$ cat config.mk
export PLATFORM = sky130hd
export DESIGN_NAME = tmf_timer
export DESIGN_NICKNAME = d
export VERILOG_FILES = /design/src/core/tmf_pkg.sv /design/src/core/tmf_timer.sv
export SDC_FILE = /design/constraint.sdc
export NUM_CORES = 1
export LEC_CHECK = 0
export ABC_AREA = 1
export BUFFER_PORTS_ARGS = -buffer_cell sky130_fd_sc_hd__clkbuf_2
export CAP_MARGIN = 20
export CORE_MARGIN = 2
export CORE_UTILIZATION = 30
export DETAILED_ROUTE_END_ITERATION = 16
export SYNTH_ARGS = -nofsm -noshare
export SYNTH_HDL_FRONTEND = slang
export SYNTH_SLANG_ARGS = --single-unit
$ cat constraint.sdc
create_clock -name aclk -period 1.9 [get_ports aclk]
set_input_delay 0.285 -clock aclk [delete_from_list [all_inputs] [get_ports aclk]]
set_output_delay 0.285 -clock aclk [all_outputs]
set_load 0.1 [all_outputs]
$ cat src/core/tmf_pkg.sv
// constants shared by the interval timer: register indices, field positions, codes
// assumes a 32-bit AXI4-Lite bus; register byte address is four times the index
package tmf_pkg;

	// ==========================================
	// bus geometry
	localparam int ADDR_W = 18;
	localparam int IDX_W = 16;
	localparam logic [1:0] RESP_OKAY = 2'h0;
	localparam logic [1:0] RESP_SLVERR = 2'h2;

	// ==========================================
	// register indices (byte address = index * 4)
	localparam logic [IDX_W-1:0] IDX_TIMER_CONTROL = 16'hFFB6;
	localparam logic [IDX_W-1:0] IDX_TIMER_CONTROL_STATUS = 16'hFFB7;
	localparam logic [IDX_W-1:0] IDX_TIMER_COUNT_VALUE = 16'hFFB8;
	localparam logic [IDX_W-1:0] IDX_COMPARE_VALUE = 16'hFFBA;
	localparam logic [IDX_W-1:0] IDX_EVENT_STATUS = 16'hFFBC;
	localparam logic [IDX_W-1:0] IDX_EVENT_MASK = 16'hFFBD;
	localparam logic [IDX_W-1:0] IDX_INTERRUPT_ENABLE_TWO = 16'hFFF4;
	localparam logic [IDX_W-1:0] IDX_INTERRUPT_REQUEST_TWO = 16'hFFF7;

	// ==========================================
	// reset values
	localparam logic [7:0] RST_BYTE = 8'h00;
	localparam logic [15:0] RST_WORD = 16'h0000;
	localparam logic [15:0] RST_COMPARE = 16'hFFFF;

	// ==========================================
	// timer_control fields
	localparam int CTL_UPPER_LEVEL = 7;
	localparam int CTL_UPPER_SEL_HI = 6;
	localparam int CTL_UPPER_SEL_LO = 4;
	localparam int CTL_LOWER_LEVEL = 3;
	localparam int CTL_LOWER_SEL_HI = 2;
	localparam int CTL_LOWER_SEL_LO = 0;

	// timer_control_status fields
	localparam int CS_OVF_H = 7;
	localparam int CS_CMP_H = 6;
	localparam int CS_OVIE_H = 5;
	localparam int CS_CCLR_H = 4;
	localparam int CS_OVF_L = 3;
	localparam int CS_CMP_L = 2;
	localparam int CS_OVIE_L = 1;
	localparam int CS_CCLR_L = 0;
	localparam logic [7:0] CS_FLAG_MASK = 8'hCC;

	// interrupt enable / request bit of the upper timer
	localparam int IRQ_UPPER_BIT = 3;

	// own event status / mask bits
	localparam int EV_OVF_H = 3;
	localparam int EV_CMP_H = 2;
	localparam int EV_OVF_L = 1;
	localparam int EV_CMP_L = 0;
	localparam int EV_W = 4;

	// ==========================================
	// clock select codes (3-bit field)
	localparam logic [2:0] SEL_DIV32 = 3'h4;
	localparam logic [2:0] SEL_DIV16 = 3'h5;
	localparam logic [2:0] SEL_DIV4 = 3'h6;
	localparam int SEL_INTERNAL_BIT = 2;

	// prescaler divisors and counter geometry
	localparam int PRESCALE_W = 13;
	localparam int DIV4 = 4;
	localparam int DIV16 = 16;
	localparam int DIV32 = 32;
	localparam int COUNT_W = 16;
	localparam logic [7:0] BYTE_MAX = 8'hFF;
	localparam logic [7:0] BYTE_ONE = 8'h01;

endpackage

$ cat src/core/tmf_timer.sv
// sixteen-bit interval timer with 13-bit prescaler, AXI4-Lite register slave
// assumes one clock aclk, synchronous inputs, ce freezing all state when low
//
// Summary of operation
// 13-bit prescaler counts every clock cycle
// 16-bit readable writable up-counter advances per tick
// input is clock/4, /16, /32 or external
// control register selects 16-bit or two 8-bit
// control register sets both toggle output levels
// upper select 000/001/010 means 16-bit counting
// lower select 110 counts clock divided by four
// overflow flag bit 7 set on overflow
// compare-match flag bit 6 set on match
// overflow enable bit 5 gates overflow requests
// clear bit 4 low keeps count on match
// 16-bit counting overflows after 65536 ticks
// enable register bit 3 gates upper interrupt
// request register bit 3 shows pending upper interrupt
// count value upper and lower bytes mapped together
// counter wraps; request needs both enables set
// software clears overflow and request flags afterward
//
// Decided for this implementation: register access over AXI4-Lite.
module tmf_timer
	import tmf_pkg::*;
#(
	parameter int PRESCALE_BITS = tmf_pkg::PRESCALE_W
)
(
	input wire logic aclk,
	input wire logic aresetn,
	input wire logic ce,
	input wire logic ext_clk_in,
	input wire logic [tmf_pkg::ADDR_W-1:0] s_axi_awaddr,
	input wire logic s_axi_awvalid,
	output logic s_axi_awready,
	input wire logic [31:0] s_axi_wdata,
	input wire logic [3:0] s_axi_wstrb,
	input wire logic s_axi_wvalid,
	output logic s_axi_wready,
	output logic [1:0] s_axi_bresp,
	output logic s_axi_bvalid,
	input wire logic s_axi_bready,
	input wire logic [tmf_pkg::ADDR_W-1:0] s_axi_araddr,
	input wire logic s_axi_arvalid,
	output logic s_axi_arready,
	output logic [31:0] s_axi_rdata,
	output logic [1:0] s_axi_rresp,
	output logic s_axi_rvalid,
	input wire logic s_axi_rready,
	output logic irq,
	output logic timer_irq_req,
	output logic upper_toggle_out_pin,
	output logic lower_toggle_out_pin
);
	import tmf_pkg::*;

	// ==========================================
	// state
	logic [PRESCALE_BITS-1:0] system_prescaler;
	logic ext_prev;
	logic [7:0] timer_control;
	logic [7:0] timer_control_status;
	logic [7:0] count_upper_byte;
	logic [7:0] count_lower_byte;
	logic [15:0] compare_value;
	logic [EV_W-1:0] event_status;
	logic [EV_W-1:0] event_mask;
	logic [7:0] interrupt_enable_two;
	logic upper_timer_irq_pending;
	logic [IDX_W-1:0] aw_idx;
	logic [31:0] wdata_q;
	logic [3:0] wstrb_q;

	// ==========================================
	// helpers
	logic [7:0] next_upper;
	logic [7:0] next_lower;
	logic [7:0] next_status;
	logic [EV_W-1:0] next_events;
	logic do_write;
	logic wr_ctl;
	logic wr_cs;
	logic wr_cnt;
	logic wr_cmp;
	logic wr_evs;
	logic wr_evm;
	logic wr_ien;
	logic wr_irr;
	logic tick_div4;
	logic tick_div16;
	logic tick_div32;
	logic tick_ext;
	logic mode16;
	logic lo_tick;
	logic hi_tick;
	logic match16;
	logic ovf16;
	logic match_lo;
	logic ovf_lo;
	logic match_hi;
	logic ovf_hi;
	logic ev_ovf_h;
	logic ev_cmp_h;
	logic ev_ovf_l;
	logic ev_cmp_l;

	// decode of a 3-bit clock select into a count tick, used by both halves
	function automatic logic sel_tick(input logic [2:0] sel);
		case (sel)
			SEL_DIV4: sel_tick = tick_div4;
			SEL_DIV16: sel_tick = tick_div16;
			SEL_DIV32: sel_tick = tick_div32;
			default: sel_tick = sel[SEL_INTERNAL_BIT] ? 1'b0 : tick_ext;
		endcase
	endfunction

	// address decode shared by the read and the write path
	function automatic logic is_mapped(input logic [IDX_W-1:0] idx);
		case (idx)
			IDX_TIMER_CONTROL, IDX_TIMER_CONTROL_STATUS, IDX_TIMER_COUNT_VALUE,
			IDX_COMPARE_VALUE, IDX_EVENT_STATUS, IDX_EVENT_MASK,
			IDX_INTERRUPT_ENABLE_TWO, IDX_INTERRUPT_REQUEST_TWO: is_mapped = 1'b1;
			default: is_mapped = 1'b0;
		endcase
	endfunction

	function automatic logic [31:0] read_word(input logic [IDX_W-1:0] idx);
		read_word = '0;
		case (idx)
			IDX_TIMER_CONTROL: read_word[7:0] = timer_control;
			IDX_TIMER_CONTROL_STATUS: read_word[7:0] = timer_control_status;
			IDX_TIMER_COUNT_VALUE: read_word[15:0] = {count_upper_byte, count_lower_byte};
			IDX_COMPARE_VALUE: read_word[15:0] = compare_value;
			IDX_EVENT_STATUS: read_word[EV_W-1:0] = event_status;
			IDX_EVENT_MASK: read_word[EV_W-1:0] = event_mask;
			IDX_INTERRUPT_ENABLE_TWO: read_word[7:0] = interrupt_enable_two;
			IDX_INTERRUPT_REQUEST_TWO: read_word[IRQ_UPPER_BIT] = upper_timer_irq_pending;
			default: read_word = '0;
		endcase
	endfunction

	// ==========================================
	// write channels: address and data taken in either order, held until response
	assign do_write = !s_axi_awready && !s_axi_wready && !s_axi_bvalid;

	always_ff @(posedge aclk)
	begin
		if (!aresetn)
		begin
			s_axi_awready <= 1'b1;
			aw_idx <= '0;
		end
		else if (ce)
		begin
			if (s_axi_awvalid && s_axi_awready)
			begin
				s_axi_awready <= 1'b0;
				aw_idx <= s_axi_awaddr[ADDR_W-1:2];
			end
			else if (s_axi_bvalid && s_axi_bready)
				s_axi_awready <= 1'b1;
		end
	end

	always_ff @(posedge aclk)
	begin
		if (!aresetn)
		begin
			s_axi_wready <= 1'b1;
			wdata_q <= '0;
			wstrb_q <= '0;
		end
		else if (ce)
		begin
			if (s_axi_wvalid && s_axi_wready)
			begin
				s_axi_wready <= 1'b0;
				wdata_q <= s_axi_wdata;
				wstrb_q <= s_axi_wstrb;
			end
			else if (s_axi_bvalid && s_axi_bready)
				s_axi_wready <= 1'b1;
		end
	end

	// response one cycle after both halves are held; unmapped gets SLVERR
	always_ff @(posedge aclk)
	begin
		if (!aresetn)
		begin
			s_axi_bvalid <= 1'b0;
			s_axi_bresp <= RESP_OKAY;
		end
		else if (ce)
		begin
			if (do_write)
			begin
				s_axi_bvalid <= 1'b1;
				s_axi_bresp <= is_mapped(aw_idx) ? RESP_OKAY : RESP_SLVERR;
			end
			else if (s_axi_bready)
				s_axi_bvalid <= 1'b0;
		end
	end

	// per-register write strobes, low byte lane must be enabled except for count and compare, which test each lane
	assign wr_ctl = do_write && wstrb_q[0] && aw_idx == IDX_TIMER_CONTROL;
	assign wr_cs = do_write && wstrb_q[0] && aw_idx == IDX_TIMER_CONTROL_STATUS;
	assign wr_cnt = do_write && aw_idx == IDX_TIMER_COUNT_VALUE;
	assign wr_cmp = do_write && aw_idx == IDX_COMPARE_VALUE;
	assign wr_evs = do_write && wstrb_q[0] && aw_idx == IDX_EVENT_STATUS;
	assign wr_evm = do_write && wstrb_q[0] && aw_idx == IDX_EVENT_MASK;
	assign wr_ien = do_write && wstrb_q[0] && aw_idx == IDX_INTERRUPT_ENABLE_TWO;
	assign wr_irr = do_write && wstrb_q[0] && aw_idx == IDX_INTERRUPT_REQUEST_TWO;

	// ==========================================
	// read channel: data sampled at the address handshake, shown next cycle
	always_ff @(posedge aclk)
	begin
		if (!aresetn)
		begin
			s_axi_arready <= 1'b1;
			s_axi_rvalid <= 1'b0;
			s_axi_rdata <= '0;
			s_axi_rresp <= RESP_OKAY;
		end
		else if (ce)
		begin
			if (s_axi_arvalid && s_axi_arready)
			begin
				s_axi_arready <= 1'b0;
				s_axi_rvalid <= 1'b1;
				s_axi_rdata <= read_word(s_axi_araddr[ADDR_W-1:2]);
				s_axi_rresp <= is_mapped(s_axi_araddr[ADDR_W-1:2]) ? RESP_OKAY : RESP_SLVERR;
			end
			else if (s_axi_rvalid && s_axi_rready)
			begin
				s_axi_rvalid <= 1'b0;
				s_axi_arready <= 1'b1;
			end
		end
	end

	// ==========================================
	// prescaler and tick sources
	always_ff @(posedge aclk)
	begin
		if (!aresetn)
			system_prescaler <= '0;
		else if (ce)
			system_prescaler <= system_prescaler + 1'b1;
	end

	// ext input is synchronous, so a simple previous-value edge detect suffices
	always_ff @(posedge aclk)
	begin
		if (!aresetn)
			ext_prev <= 1'b0;
		else if (ce)
			ext_prev <= ext_clk_in;
	end

	// a tap fires once per divisor period, where the low bits roll over
	assign tick_div4 = ce && (&system_prescaler[$clog2(DIV4)-1:0]);
	assign tick_div16 = ce && (&system_prescaler[$clog2(DIV16)-1:0]);
	assign tick_div32 = ce && (&system_prescaler[$clog2(DIV32)-1:0]);
	assign tick_ext = ce && ext_clk_in && !ext_prev;

	// ==========================================
	// counting
	assign mode16 = !timer_control[CTL_UPPER_SEL_HI];
	// kept in a process so the taps read inside the function wake it up
	always_comb
	begin
		lo_tick = sel_tick(timer_control[CTL_LOWER_SEL_HI:CTL_LOWER_SEL_LO]);
		hi_tick = sel_tick(timer_control[CTL_UPPER_SEL_HI:CTL_UPPER_SEL_LO]);
	end

	// 16-bit: lower half tick carries into the upper half
	assign match16 = lo_tick && {count_upper_byte, count_lower_byte} == compare_value;
	assign ovf16 = lo_tick && {count_upper_byte, count_lower_byte} == {BYTE_MAX, BYTE_MAX};
	assign match_lo = lo_tick && count_lower_byte == compare_value[7:0];
	assign ovf_lo = lo_tick && count_lower_byte == BYTE_MAX;
	assign match_hi = hi_tick && count_upper_byte == compare_value[15:8];
	assign ovf_hi = hi_tick && count_upper_byte == BYTE_MAX;

	assign ev_ovf_h = mode16 ? ovf16 : ovf_hi;
	assign ev_cmp_h = mode16 ? match16 : match_hi;
	assign ev_ovf_l = !mode16 && ovf_lo;
	assign ev_cmp_l = !mode16 && match_lo;

	// next count; a software write to a byte wins over a tick on that byte
	always_comb
	begin
		next_upper = count_upper_byte;
		next_lower = count_lower_byte;
		if (mode16)
		begin
			if (match16 && timer_control_status[CS_CCLR_H])
				{next_upper, next_lower} = RST_WORD;
			else if (lo_tick)
				{next_upper, next_lower} = {count_upper_byte, count_lower_byte} + 1'b1;
		end
		else
		begin
			if (match_lo && timer_control_status[CS_CCLR_L])
				next_lower = RST_BYTE;
			else if (lo_tick)
				next_lower = count_lower_byte + BYTE_ONE;
			if (match_hi && timer_control_status[CS_CCLR_H])
				next_upper = RST_BYTE;
			else if (hi_tick)
				next_upper = count_upper_byte + BYTE_ONE;
		end
		if (wr_cnt && wstrb_q[0])
			next_lower = wdata_q[7:0];
		if (wr_cnt && wstrb_q[1])
			next_upper = wdata_q[15:8];
	end

	always_ff @(posedge aclk)
	begin
		if (!aresetn)
		begin
			count_upper_byte <= RST_BYTE;
			count_lower_byte <= RST_BYTE;
		end
		else if (ce)
		begin
			count_upper_byte <= next_upper;
			count_lower_byte <= next_lower;
		end
	end

	// ==========================================
	// control and compare registers; writing control also sets pin levels
	always_ff @(posedge aclk)
	begin
		if (!aresetn)
		begin
			timer_control <= RST_BYTE;
			upper_toggle_out_pin <= 1'b0;
			lower_toggle_out_pin <= 1'b0;
		end
		else if (ce && wr_ctl)
		begin
			timer_control <= wdata_q[7:0];
			upper_toggle_out_pin <= wdata_q[CTL_UPPER_LEVEL];
			lower_toggle_out_pin <= wdata_q[CTL_LOWER_LEVEL];
		end
	end

	always_ff @(posedge aclk)
	begin
		if (!aresetn)
			compare_value <= RST_COMPARE;
		else if (ce && wr_cmp)
		begin
			if (wstrb_q[0])
				compare_value[7:0] <= wdata_q[7:0];
			if (wstrb_q[1])
				compare_value[15:8] <= wdata_q[15:8];
		end
	end

	// ==========================================
	// status flags: written 0 clears a flag, a same-cycle event still sets it
	always_comb
	begin
		logic [7:0] ev;
		ev = '0;
		ev[CS_OVF_H] = ev_ovf_h;
		ev[CS_CMP_H] = ev_cmp_h;
		ev[CS_OVF_L] = ev_ovf_l;
		ev[CS_CMP_L] = ev_cmp_l;
		for (int i = 0; i < 8; i++)
		begin
			if (CS_FLAG_MASK[i])
				next_status[i] = ev[i] || (timer_control_status[i] && !(wr_cs && !wdata_q[i]));
			else
				next_status[i] = wr_cs ? wdata_q[i] : timer_control_status[i];
		end
	end

	always_ff @(posedge aclk)
	begin
		if (!aresetn)
			timer_control_status <= RST_BYTE;
		else if (ce)
			timer_control_status <= next_status;
	end

	// ==========================================
	// upper timer request: set only when overflow enable is on
	always_ff @(posedge aclk)
	begin
		if (!aresetn)
			upper_timer_irq_pending <= 1'b0;
		else if (ce)
		begin
			if (ev_ovf_h && timer_control_status[CS_OVIE_H])
				upper_timer_irq_pending <= 1'b1;
			else if (wr_irr && !wdata_q[IRQ_UPPER_BIT])
				upper_timer_irq_pending <= 1'b0;
		end
	end

	always_ff @(posedge aclk)
	begin
		if (!aresetn)
			interrupt_enable_two <= RST_BYTE;
		else if (ce && wr_ien)
			interrupt_enable_two <= wdata_q[7:0];
	end

	// request line mirrors pending gated by the enable, one cycle late
	always_ff @(posedge aclk)
	begin
		if (!aresetn)
			timer_irq_req <= 1'b0;
		else if (ce)
			timer_irq_req <= upper_timer_irq_pending && interrupt_enable_two[IRQ_UPPER_BIT];
	end

	// ==========================================
	// sticky event status, write one to clear, masked onto irq
	always_comb
	begin
		next_events = event_status;
		if (wr_evs)
			next_events = event_status & ~wdata_q[EV_W-1:0];
		next_events[EV_OVF_H] = next_events[EV_OVF_H] || ev_ovf_h;
		next_events[EV_CMP_H] = next_events[EV_CMP_H] || ev_cmp_h;
		next_events[EV_OVF_L] = next_events[EV_OVF_L] || ev_ovf_l;
		next_events[EV_CMP_L] = next_events[EV_CMP_L] || ev_cmp_l;
	end

	always_ff @(posedge aclk)
	begin
		if (!aresetn)
		begin
			event_status <= '0;
			event_mask <= '0;
		end
		else if (ce)
		begin
			event_status <= next_events;
			if (wr_evm)
				event_mask <= wdata_q[EV_W-1:0];
		end
	end

	// irq follows the stored status, so it lags a new event by two cycles
	always_ff @(posedge aclk)
	begin
		if (!aresetn)
			irq <= 1'b0;
		else if (ce)
			irq <= |(event_status & event_mask);
	end

endmodule

; Word level (Yosys, flattened, before mapping)
; Index checks and enable logic that the tools add are counted.
[totals]
register_bits = 142
out_inout_bits = 45
elab_cells = 205
[op_classes]
addsub = 4
n_eq_ne = 30
mux = 44
bitwise_logic = 3
n_reduce_logical = 96
[op_table]
columns = op, count
row1 = $eq 16x16->1 const B, 17
row2 = $mux 8, 12
row3 = $logic_and 1x1->1, 48
row4 = $reduce_and 2->1, 14
row5 = $mux 1, 23
row6 = $pmux 3 s7, 1
row7 = $pmux 4 s5, 1
row8 = $eq 3x3->1 const B, 6
row9 = $add 16x1->16 const B, 1
row10 = $add 8x1->8 const B, 2
row11 = $eq 16x16->1, 1
row12 = $eq 8x8->1, 2
row13 = $eq 8x8->1 const B, 2
row14 = $pmux 8 s2, 1
row15 = $reduce_or 8->1, 2
row16 = $add 13x1->13 const B, 1
row17 = $logic_not 1->1, 12
row18 = $reduce_bool 2->1, 5
row19 = $and 4x4->4, 2
row20 = $logic_or 1x1->1, 8
row21 = $ne 4x1->1 const B, 2
row22 = $pmux 1 s8, 1
row23 = $reduce_bool 4->1, 2
row24 = $pmux 1 s3, 2
row25 = other kinds (7), 9

; Longest topological paths before layout
; Gate-level depths: netlist of run 1.
[logic_depth]
ltp_word = 9
mapped_depth = 15
mapped_depth_nobuf = 15

; Worst setup path before layout of run 1
; Ideal clock, no wire load.
[synth_timing]
kind = reg-to-reg
start = register s_axi_wready
end = register count_lower_byte[7]
setup_time_ps = 132
arrival_time_ps = 1894
required_ps = 1768
slack_ps = -126
stages_incl_launch_ff = 9
path_buffers = 0
synth_period_minus_slack_ps = 2026
path_cell_list = dfxtp_1 > nor3_4 > inv_1 > nor2_1 > nand3_1 > inv_1 > a21oi_1 > nand2_1 > a21oi_1
[synth_between]
elab_chain_len = 7
elab_cells_between_ends = 9
[synth_lines]
columns = item, line_no
row1 = "start, declared", tmf_timer.sv:40  ; output logic s_axi_wready,
row2 = "start signal, assigned", tmf_timer.sv:170  ; s_axi_wready <= 1'b1;
row3 = "start signal, assigned", tmf_timer.sv:178  ; s_axi_wready <= 1'b0;
row4 = "start signal, assigned", tmf_timer.sv:183  ; s_axi_wready <= 1'b1;
row5 = $logic_not 1->1 *, tmf_timer.sv:145  ; assign do_write = !s_axi_awready && !s_axi_wready && !s_axi_bvalid;
row6 = $logic_and 1x1->1 * (2 in series), tmf_timer.sv:145
row7 = $logic_and 1x1->1 *, tmf_timer.sv:210  ; assign wr_cnt = do_write && aw_idx == IDX_TIMER_COUNT_VALUE;
row8 = $logic_and 1x1->1 *, tmf_timer.sv:316  ; if (wr_cnt && wstrb_q[0])
row9 = $ne 4x1->1 (no line) / $reduce_bool 4->1 (equally long branches), --
row10 = $reduce_and 3->1 (no line), --
row11 = "end signal, assigned", tmf_timer.sv:332  ; count_lower_byte <= next_lower;
row12 = "end, declared", tmf_timer.sv:65  ; logic [7:0] count_lower_byte;
; Every way passes the cells marked *; elsewhere a longest branch is shown, timed or not.
; A chain may end at the register's enable or synchronous reset.

; Worst setup path in the final report of run 1
[layout_timing]
start = register system_prescaler[0]
end = register timer_control_status[2]
[layout_between]
elab_chain_len = 6
elab_cells_between_ends = 10
[layout_lines]
columns = item, line_no
row1 = "start, declared", tmf_timer.sv:60  ; logic [PRESCALE_BITS-1:0] system_prescaler;
row2 = "start signal, assigned", tmf_timer.sv:252  ; system_prescaler <= system_prescaler + 1'b1;
row3 = $reduce_and 5->1 (tied with other cells), tmf_timer.sv:267  ; assign tick_div32 = ce && (&system_prescaler[$clog2(DIV32)-1:0]);
row4 = "$logic_and 1x1->1, on equally long branches", "tmf_timer.sv:267, tmf_timer.sv:265, tmf_timer.sv:266"
row5 = $pmux 1 s3 *, tmf_timer.sv:110  ; case (sel)
row6 = $logic_and 1x1->1 *, tmf_timer.sv:283  ; assign match_lo = lo_tick && count_lower_byte == compare_value[7:0];
row7 = $logic_and 1x1->1 *, tmf_timer.sv:291  ; assign ev_cmp_l = !mode16 && match_lo;
row8 = $logic_or 1x1->1 *, tmf_timer.sv:380  ; next_status[i] = ev[i] || (timer_control_status[i] && !(wr_cs && !wdata_q[i]));
row9 = "end signal, assigned", tmf_timer.sv:391  ; timer_control_status <= next_status;
row10 = "end, declared", tmf_timer.sv:63  ; logic [7:0] timer_control_status;
; Marks and branches as above.

==> impl_metrics.toml, run 1 <==
[critical_path]
path_class = "reg2reg"
max_stage_delay_ns = 0.33
crit_chain = "ha_4, nand2_2, nor2_2, ha_2, nand2_2, inv_2, nand3_2, nand4_1, buf_4, buf_4, buf_4, buf_4, buf_4, nand4_1, a21oi_1"
cpMostUsedCell = "buf_4"
start_kind = "flop"
end_kind = "flop"
critPathRequiredTime_ns = 2.20
worstPathArrival_ns = 2.36
reg2reg_depth = 15
cp.depth = 15
slowest_stage = "dfxtp_2"
path_max_fanout = 3
critPathTopFamily = "buffers and inverters"
cp_num_buf_inv = 6

[clocking]
clockBufferDepth = 2
h-tree-depth = 4
numCtsBuffers = 17
cts_sinks = 130
cts-root-buf = "clkbuf_16"
cts_tree = "built"
clk_pin_slew_worst_paths_ns = 0.06
clk_latency_ns = 0.43

[hold_path]
holdCritPathClass = "in2reg"
hold_depth = 3

[run_status]
status = "finished, violations left"
violations = "setup timing"

[logic_synthesis]
synth_area_um2 = 6950
syn_avg_cell_area_um2 = 6.87
synthCells = 1012
synth_compound_area_share_pct = 20.6
synth-xor-area-share_pct = 2.77
yosysTopAreaCell = "dfxtp_1"
synth-seq-cells = 130
synth_mux_area_share_pct = 0
synth_edf_count = 0
synth_common_cells = "nand2_1 (192), dfxtp_1 (130), inv_1 (116), a21oi_1 (108), o21ai_0 (106)"
synth.area.top_cells = "dfxtp_1 (37%), nand2_1 (10%), a21oi_1 (7.8%), o21ai_0 (7.6%), inv_1 (6.3%)"
synth.top_cell.area_share_pct = 37.4
ys_types = 44
ys_warn_count = 0
post_synth_fa_ha_maj_area_fraction_pct = 0.720
synth_top_family_by_area = "simple AND/OR/NAND/NOR gates"
synth_top_flop_cell = "dfxtp_1"
ys_seq_area_share_pct = 37.4
synthSimpleGateAreaFrac_pct = 27.1
synthArstFlopShare_pct = 0
yosysMostFrequentCell = "nand2_1"

[routing]
dr.pass1.iters = 4
vias = 7079
drt_iter0_drc = 589
finalWirelength_um = 20900
drc = 0
viasPerCell = 4.85
wl_per_cell_um = 14.3
ant_nets = 0

[sta]
maxSlewViolCount = 0
timing.fmax_mhz = 487
hold_viol_final = 0
setup-violations-final = 23
setup-tns-final_ns = -1.92
min_period_over_period_pct = 108
final.min_clock_period_ns = 2.05
holdWs_ns = 0.128
slew_headroom_pct = 63.4
finClkSkew_ns = 0.00439
grt_setup_unrepaired = "true"
tightest_slew_ns = 0.551
setup_ws_ns = -0.153

[job]
maxCapViolations = 0

[finish]
drive_gt1_share_pct = 26.4
finalInstanceArea_um2 = 9000
fin_nets = 1248
syn_to_final_growth_pct = 29.5
final_util_pct = 39.6

[pwr]
powerDensity_nw_per_um2 = 768
leakage_uw = 0.00401
ir_worst_vdd_uv = 562
finalPower_uw = 6910

[global_routing]
track_usage_pct = 17.5
antenna_found_initial = 1
grt_pass1_vias = 6741
grt_first_pass_wirelength_um = 34100
overflow = 0
grt_max_degree = 112

[place]
dp_hpwl_um = 15200
place.gp.congestion = 0.904
io_buffers = 85
placed_area_um2 = 8100

[die]
die_y_um = 156
die_w_um = 156
start_util_pct = 30.6
die_area_um2 = 24400
io_pins = 126
rows = 55
fp.coreArea_um2 = 22700
[final timing paths]
kind	from	end	slack, ns
worst max-delay path	system_prescaler[0]	timer_control_status[2]	-0.15
worst max register to register	system_prescaler[0]	timer_control_status[2]	-0.15
worst min-delay path	s_axi_wdata[13]	wdata_q[13]	0.13
worst min register to register	aw_idx[4]	aw_idx[4]	0.45
[placed cells by master, fill, tap and decap left out, types with 9 or more instances in the layout]
cell type,n
a21oi_1,93
a21oi_2,17
buf_4,79
clkbuf_16,17
clkbuf_2,84
conb_1,18
dfxtp_1,121
dfxtp_2,9
inv_1,112
inv_2,16
nand2_1,178
nand2_2,18
nand3_1,46
nand3_2,17
nand4_1,12
nor2_1,76
nor3_1,14
o211ai_1,17
o21ai_0,103
o22ai_1,10
xor2_1,22
[repair_timing]
action | in CTS | in global routing
setup endpoints to repair | 21 | 34
pin swaps | 23 | 24
resized for setup | 26 | 50
hold buffers | 0 | 0
buffers inserted | 6 | 5
cloned | 1 | 1
[worst register-to-register path: cells and delay by family, from the launching register on]
family	cells	cell delay [ns]
DFF	1	0.33
AOI/OAI and AO/OA	1	0.08
adders and majority gates	2	0.33
and+or+nand+nor	6	0.48
buffers and inverters	6	0.72
[flip-flops by register name, indices dropped and copies added, names as in the netlist, 4 cells and up]
| name | cells |
|---|---|
| aw_idx | 16 |
| compare_value | 16 |
| count_lower_byte | 8 |
| count_upper_byte | 8 |
| event_mask | 4 |
| event_status | 4 |
| interrupt_enable_two | 8 |
| s_axi_rdata | 16 |
| system_prescaler | 5 |
| timer_control | 7 |
| timer_control_status | 8 |
| wdata_q | 16 |
[cell type report]
cell class | instances | area (um^2)
Clock inverter | 10 | 87.6
Clock buffer | 21 | 450
Multi-Input combinational cell | 715 | 3870
Inverter | 129 | 484
Antenna cell | 1 | 2.50
Fill cell | 2356 | 13700
Tap cell | 285 | 357
Timing Repair Buffer | 170 | 1140
Sequential cell | 130 | 2610
[cell families after synthesis]
group                      Yosys count
and+or+nand+nor                    405
AOI/OAI and AO/OA                  266
buffers and inverters              184
DFF                                130
xor gates and xnor gates            22
adders and majority gates            4
other                                1
[metrics by stage]
stage / std cells / setup slack (ns)
2_1_floorplan: 1029 / 0.0355
3_3_place_gp: 1416 / -0.106
3_5_place_dp: 1416 / -0.131
4_1_cts: 1454 / -0.0584
5_1_grt: 1460 / -0.279
6_report: 1461 / -0.153
[layer usage]
| metal | share of wire [%] | global-route usage, % | vias up | routed length, um |
|---|---|---|---|---|
| met5 | 0 | 0 | - | 0 |
| met4 | 1.3 | 5.29 | 0 | 264 |
| met3 | 4.0 | 2.94 | 20 | 840 |
| met2 | 45 | 27.7 | 172 | 9340 |
| met1 | 50 | 24.3 | 3262 | 10500 |
| li1 | - | - | 3625 | - |
[where the power goes]
part	internal [uW]	total (uW)	switching [uW]	leakage [uW]
Clock	1810	3040	1230	0.000251
Sequential	2830	2920	87.9	0.00106
Combinational	248	948	700	0.00270
Total	4890	6910	2020	0.00401
Power figures use the tool's default switching activity.
==> run 2: changes to the inputs <==
Settings changed: ABC_AREA 1 to 0.
==> impl_metrics.toml, run 2 <==
[finish]
syn_to_final_growth_pct = 43.4
seqCellArea_um2 = 2630
finalInstanceArea_um2 = 9480
layout.cells.non_filler = 1315
layout_common_cells = "buf_4 (126), nand2_1 (118), dfxtp_1 (115)"
drive_gt1_share_pct = 34.9
final_common_cell = "buf_4"
fillers = 2135
multi_input_area_um2 = 4250
fin_nets = 1107
num_antenna_cells = 0

[hold_path]
holdCritPathClass = "in2reg"

[critical_path]
end_kind = "flop"
worstPathArrival_ns = 2.61
critPathRequiredTime_ns = 2.24
path_max_fanout = 6
start_kind = "flop"
path_class = "reg2reg"

[sta]
maxSlewViolCount = 0
setup-violations-final = 40
tightest_slew_ns = 0.600
slew_headroom_pct = 60.0
setup_ws_ns = -0.371
timing.fmax_mhz = 440
min_period_over_period_pct = 120
finClkSkew_ns = 0.00973
holdWs_ns = 0.0652
setup-tns-final_ns = -9.91
grt_setup_unrepaired = "true"
hold_viol_final = 0
final.min_clock_period_ns = 2.27

[run_status]
status = "finished, violations left"
violations = "setup timing"

[clocking]
cts_tree = "built"
numCtsBuffers = 17
clk_pin_slew_worst_paths_ns = 0.06
h-tree-depth = 4
cts_hold_buf = 0
clockBufferDepth = 2
clk_latency_ns = 0.43
cts_sinks = 130
cts-root-buf = "clkbuf_16"

[global_routing]
grt_max_degree = 44
antenna_found_initial = 0
overflow = 0
track_usage_pct = 18.1
grt_first_pass_wirelength_um = 33800
grt_pass1_vias = 6443

[die]
die_area_um2 = 23200
rows = 54
io_pins = 126
die_y_um = 152
fp.coreArea_um2 = 21700
start_util_pct = 30.5
die_w_um = 152

[routing]
vias = 6761
finalWirelength_um = 21600
ant_nets = 0
viasPerCell = 5.14
dr.pass1.iters = 5
drt_iter0_drc = 562
wl_per_cell_um = 16.4
drc = 0

[place]
placed_area_um2 = 8340
io_buffers = 85
place.gp.congestion = 0.863
dp_cells = 1269
dp_hpwl_um = 15800

[pwr]
ir_worst_vdd_uv = 617
powerDensity_nw_per_um2 = 738
leakage_uw = 0.00387
finalPower_uw = 7000

[logic_synthesis]
synth_edf_count = 0
yosysMostFrequentCell = "nand2_1"
syn_avg_cell_area_um2 = 7.97
ys_seq_area_share_pct = 39.4
synth-seq-cells = 130
synth_common_cells = "nand2_1 (134), dfxtp_1 (130), a21oi_1 (75), nor2_1 (71), mux2i_1 (49)"
synth.area.top_cells = "dfxtp_1 (39%), nand2_1 (7.6%), mux2i_1 (7.4%), a21oi_1 (5.7%), nor2_1 (4.0%)"
synthArstFlopShare_pct = 0
synth_area_um2 = 6610
ys_types = 66
yosysTopAreaCell = "dfxtp_1"
synthCells = 829
ys_warn_count = 0
synth.top_cell.area_share_pct = 39.4
synth_top_flop_cell = "dfxtp_1"

[job]
maxCapViolations = 0
run 2: kinds of logic after synthesis:
logic type	after synthesis	synth area share, %
buffers and inverters	84	5.98
multiplexers	56	8.62
adder cells (fa/ha/maj)	4	0.757
AO/OA/AOI/OAI	188	17.5
XOR/XNOR	22	2.92
AND/OR/NAND/NOR	344	24.8
other	1	0.0568
flip-flops	130	39.4
run 2: final timing paths:
kind                  startpoint                  end  slack (ns)  cells after the start
max          system_prescaler[0]  count_upper_byte[5]       -0.37                     10
min             s_axi_awaddr[10]            aw_idx[8]        0.07                      3
max reg2reg  system_prescaler[0]  count_upper_byte[5]       -0.37                     10
min reg2reg           aw_idx[10]           aw_idx[10]        0.46                      2
run 2: what timing repair did:
action	in CTS	in global routing
hold endpoints to repair	0	0
setup endpoints to repair	45	65
cloned	0	2
buffers inserted	2	10
pin swaps	22	15
gates resized for setup	45	53
run 2: metrics by stage:
step | utilization (%) | worst slack [ns]
2_1_floorplan | - | -0.354
3_3_place_gp | 38.5 | -0.422
3_5_place_dp | 38.5 | -0.450
4_1_cts | 42.1 | -0.336
5_1_grt | 43.7 | -0.426
6_report | 43.7 | -0.371
run 2: report_power, final:
group	switching [uW]	internal (uW)	leakage, uW	total [uW]
clock network	1300	1960	0.000289	3260
registers	72.7	2800	0.00106	2870
logic	612	252	0.00252	864
total	1990	5010	0.00387	7000
run 2: cell type report:
class                           instances  area share [%]
Clock inverter                         13            1.57
Tap cell                              280            3.70
Timing Repair Buffer                  227            17.1
Clock buffer                           19            4.57
Multi-Input combinational cell        633            44.8
Inverter                               13           0.515
Sequential cell                       130            27.7
run 2: worst max-delay path: stages (launching register included):
cell     delay (ns)
dfxtp_2        0.33
ha_4           0.15
and3_4         0.19
ha_4           0.15
mux2_4         0.28
mux2_4         0.28
o22a_4         0.25
o21ai_4        0.21
buf_6          0.16
a31oi_4        0.07
o21ai_1        0.10
run 2: routing by layer:
layer	track usage [%]	vias up	share of wire (%)
met5	0	-	0
met3	4.24	30	6.2
met4	4.98	0	1.6
met1	24.2	3185	45
li1	-	3333	-
met2	29.2	213	47
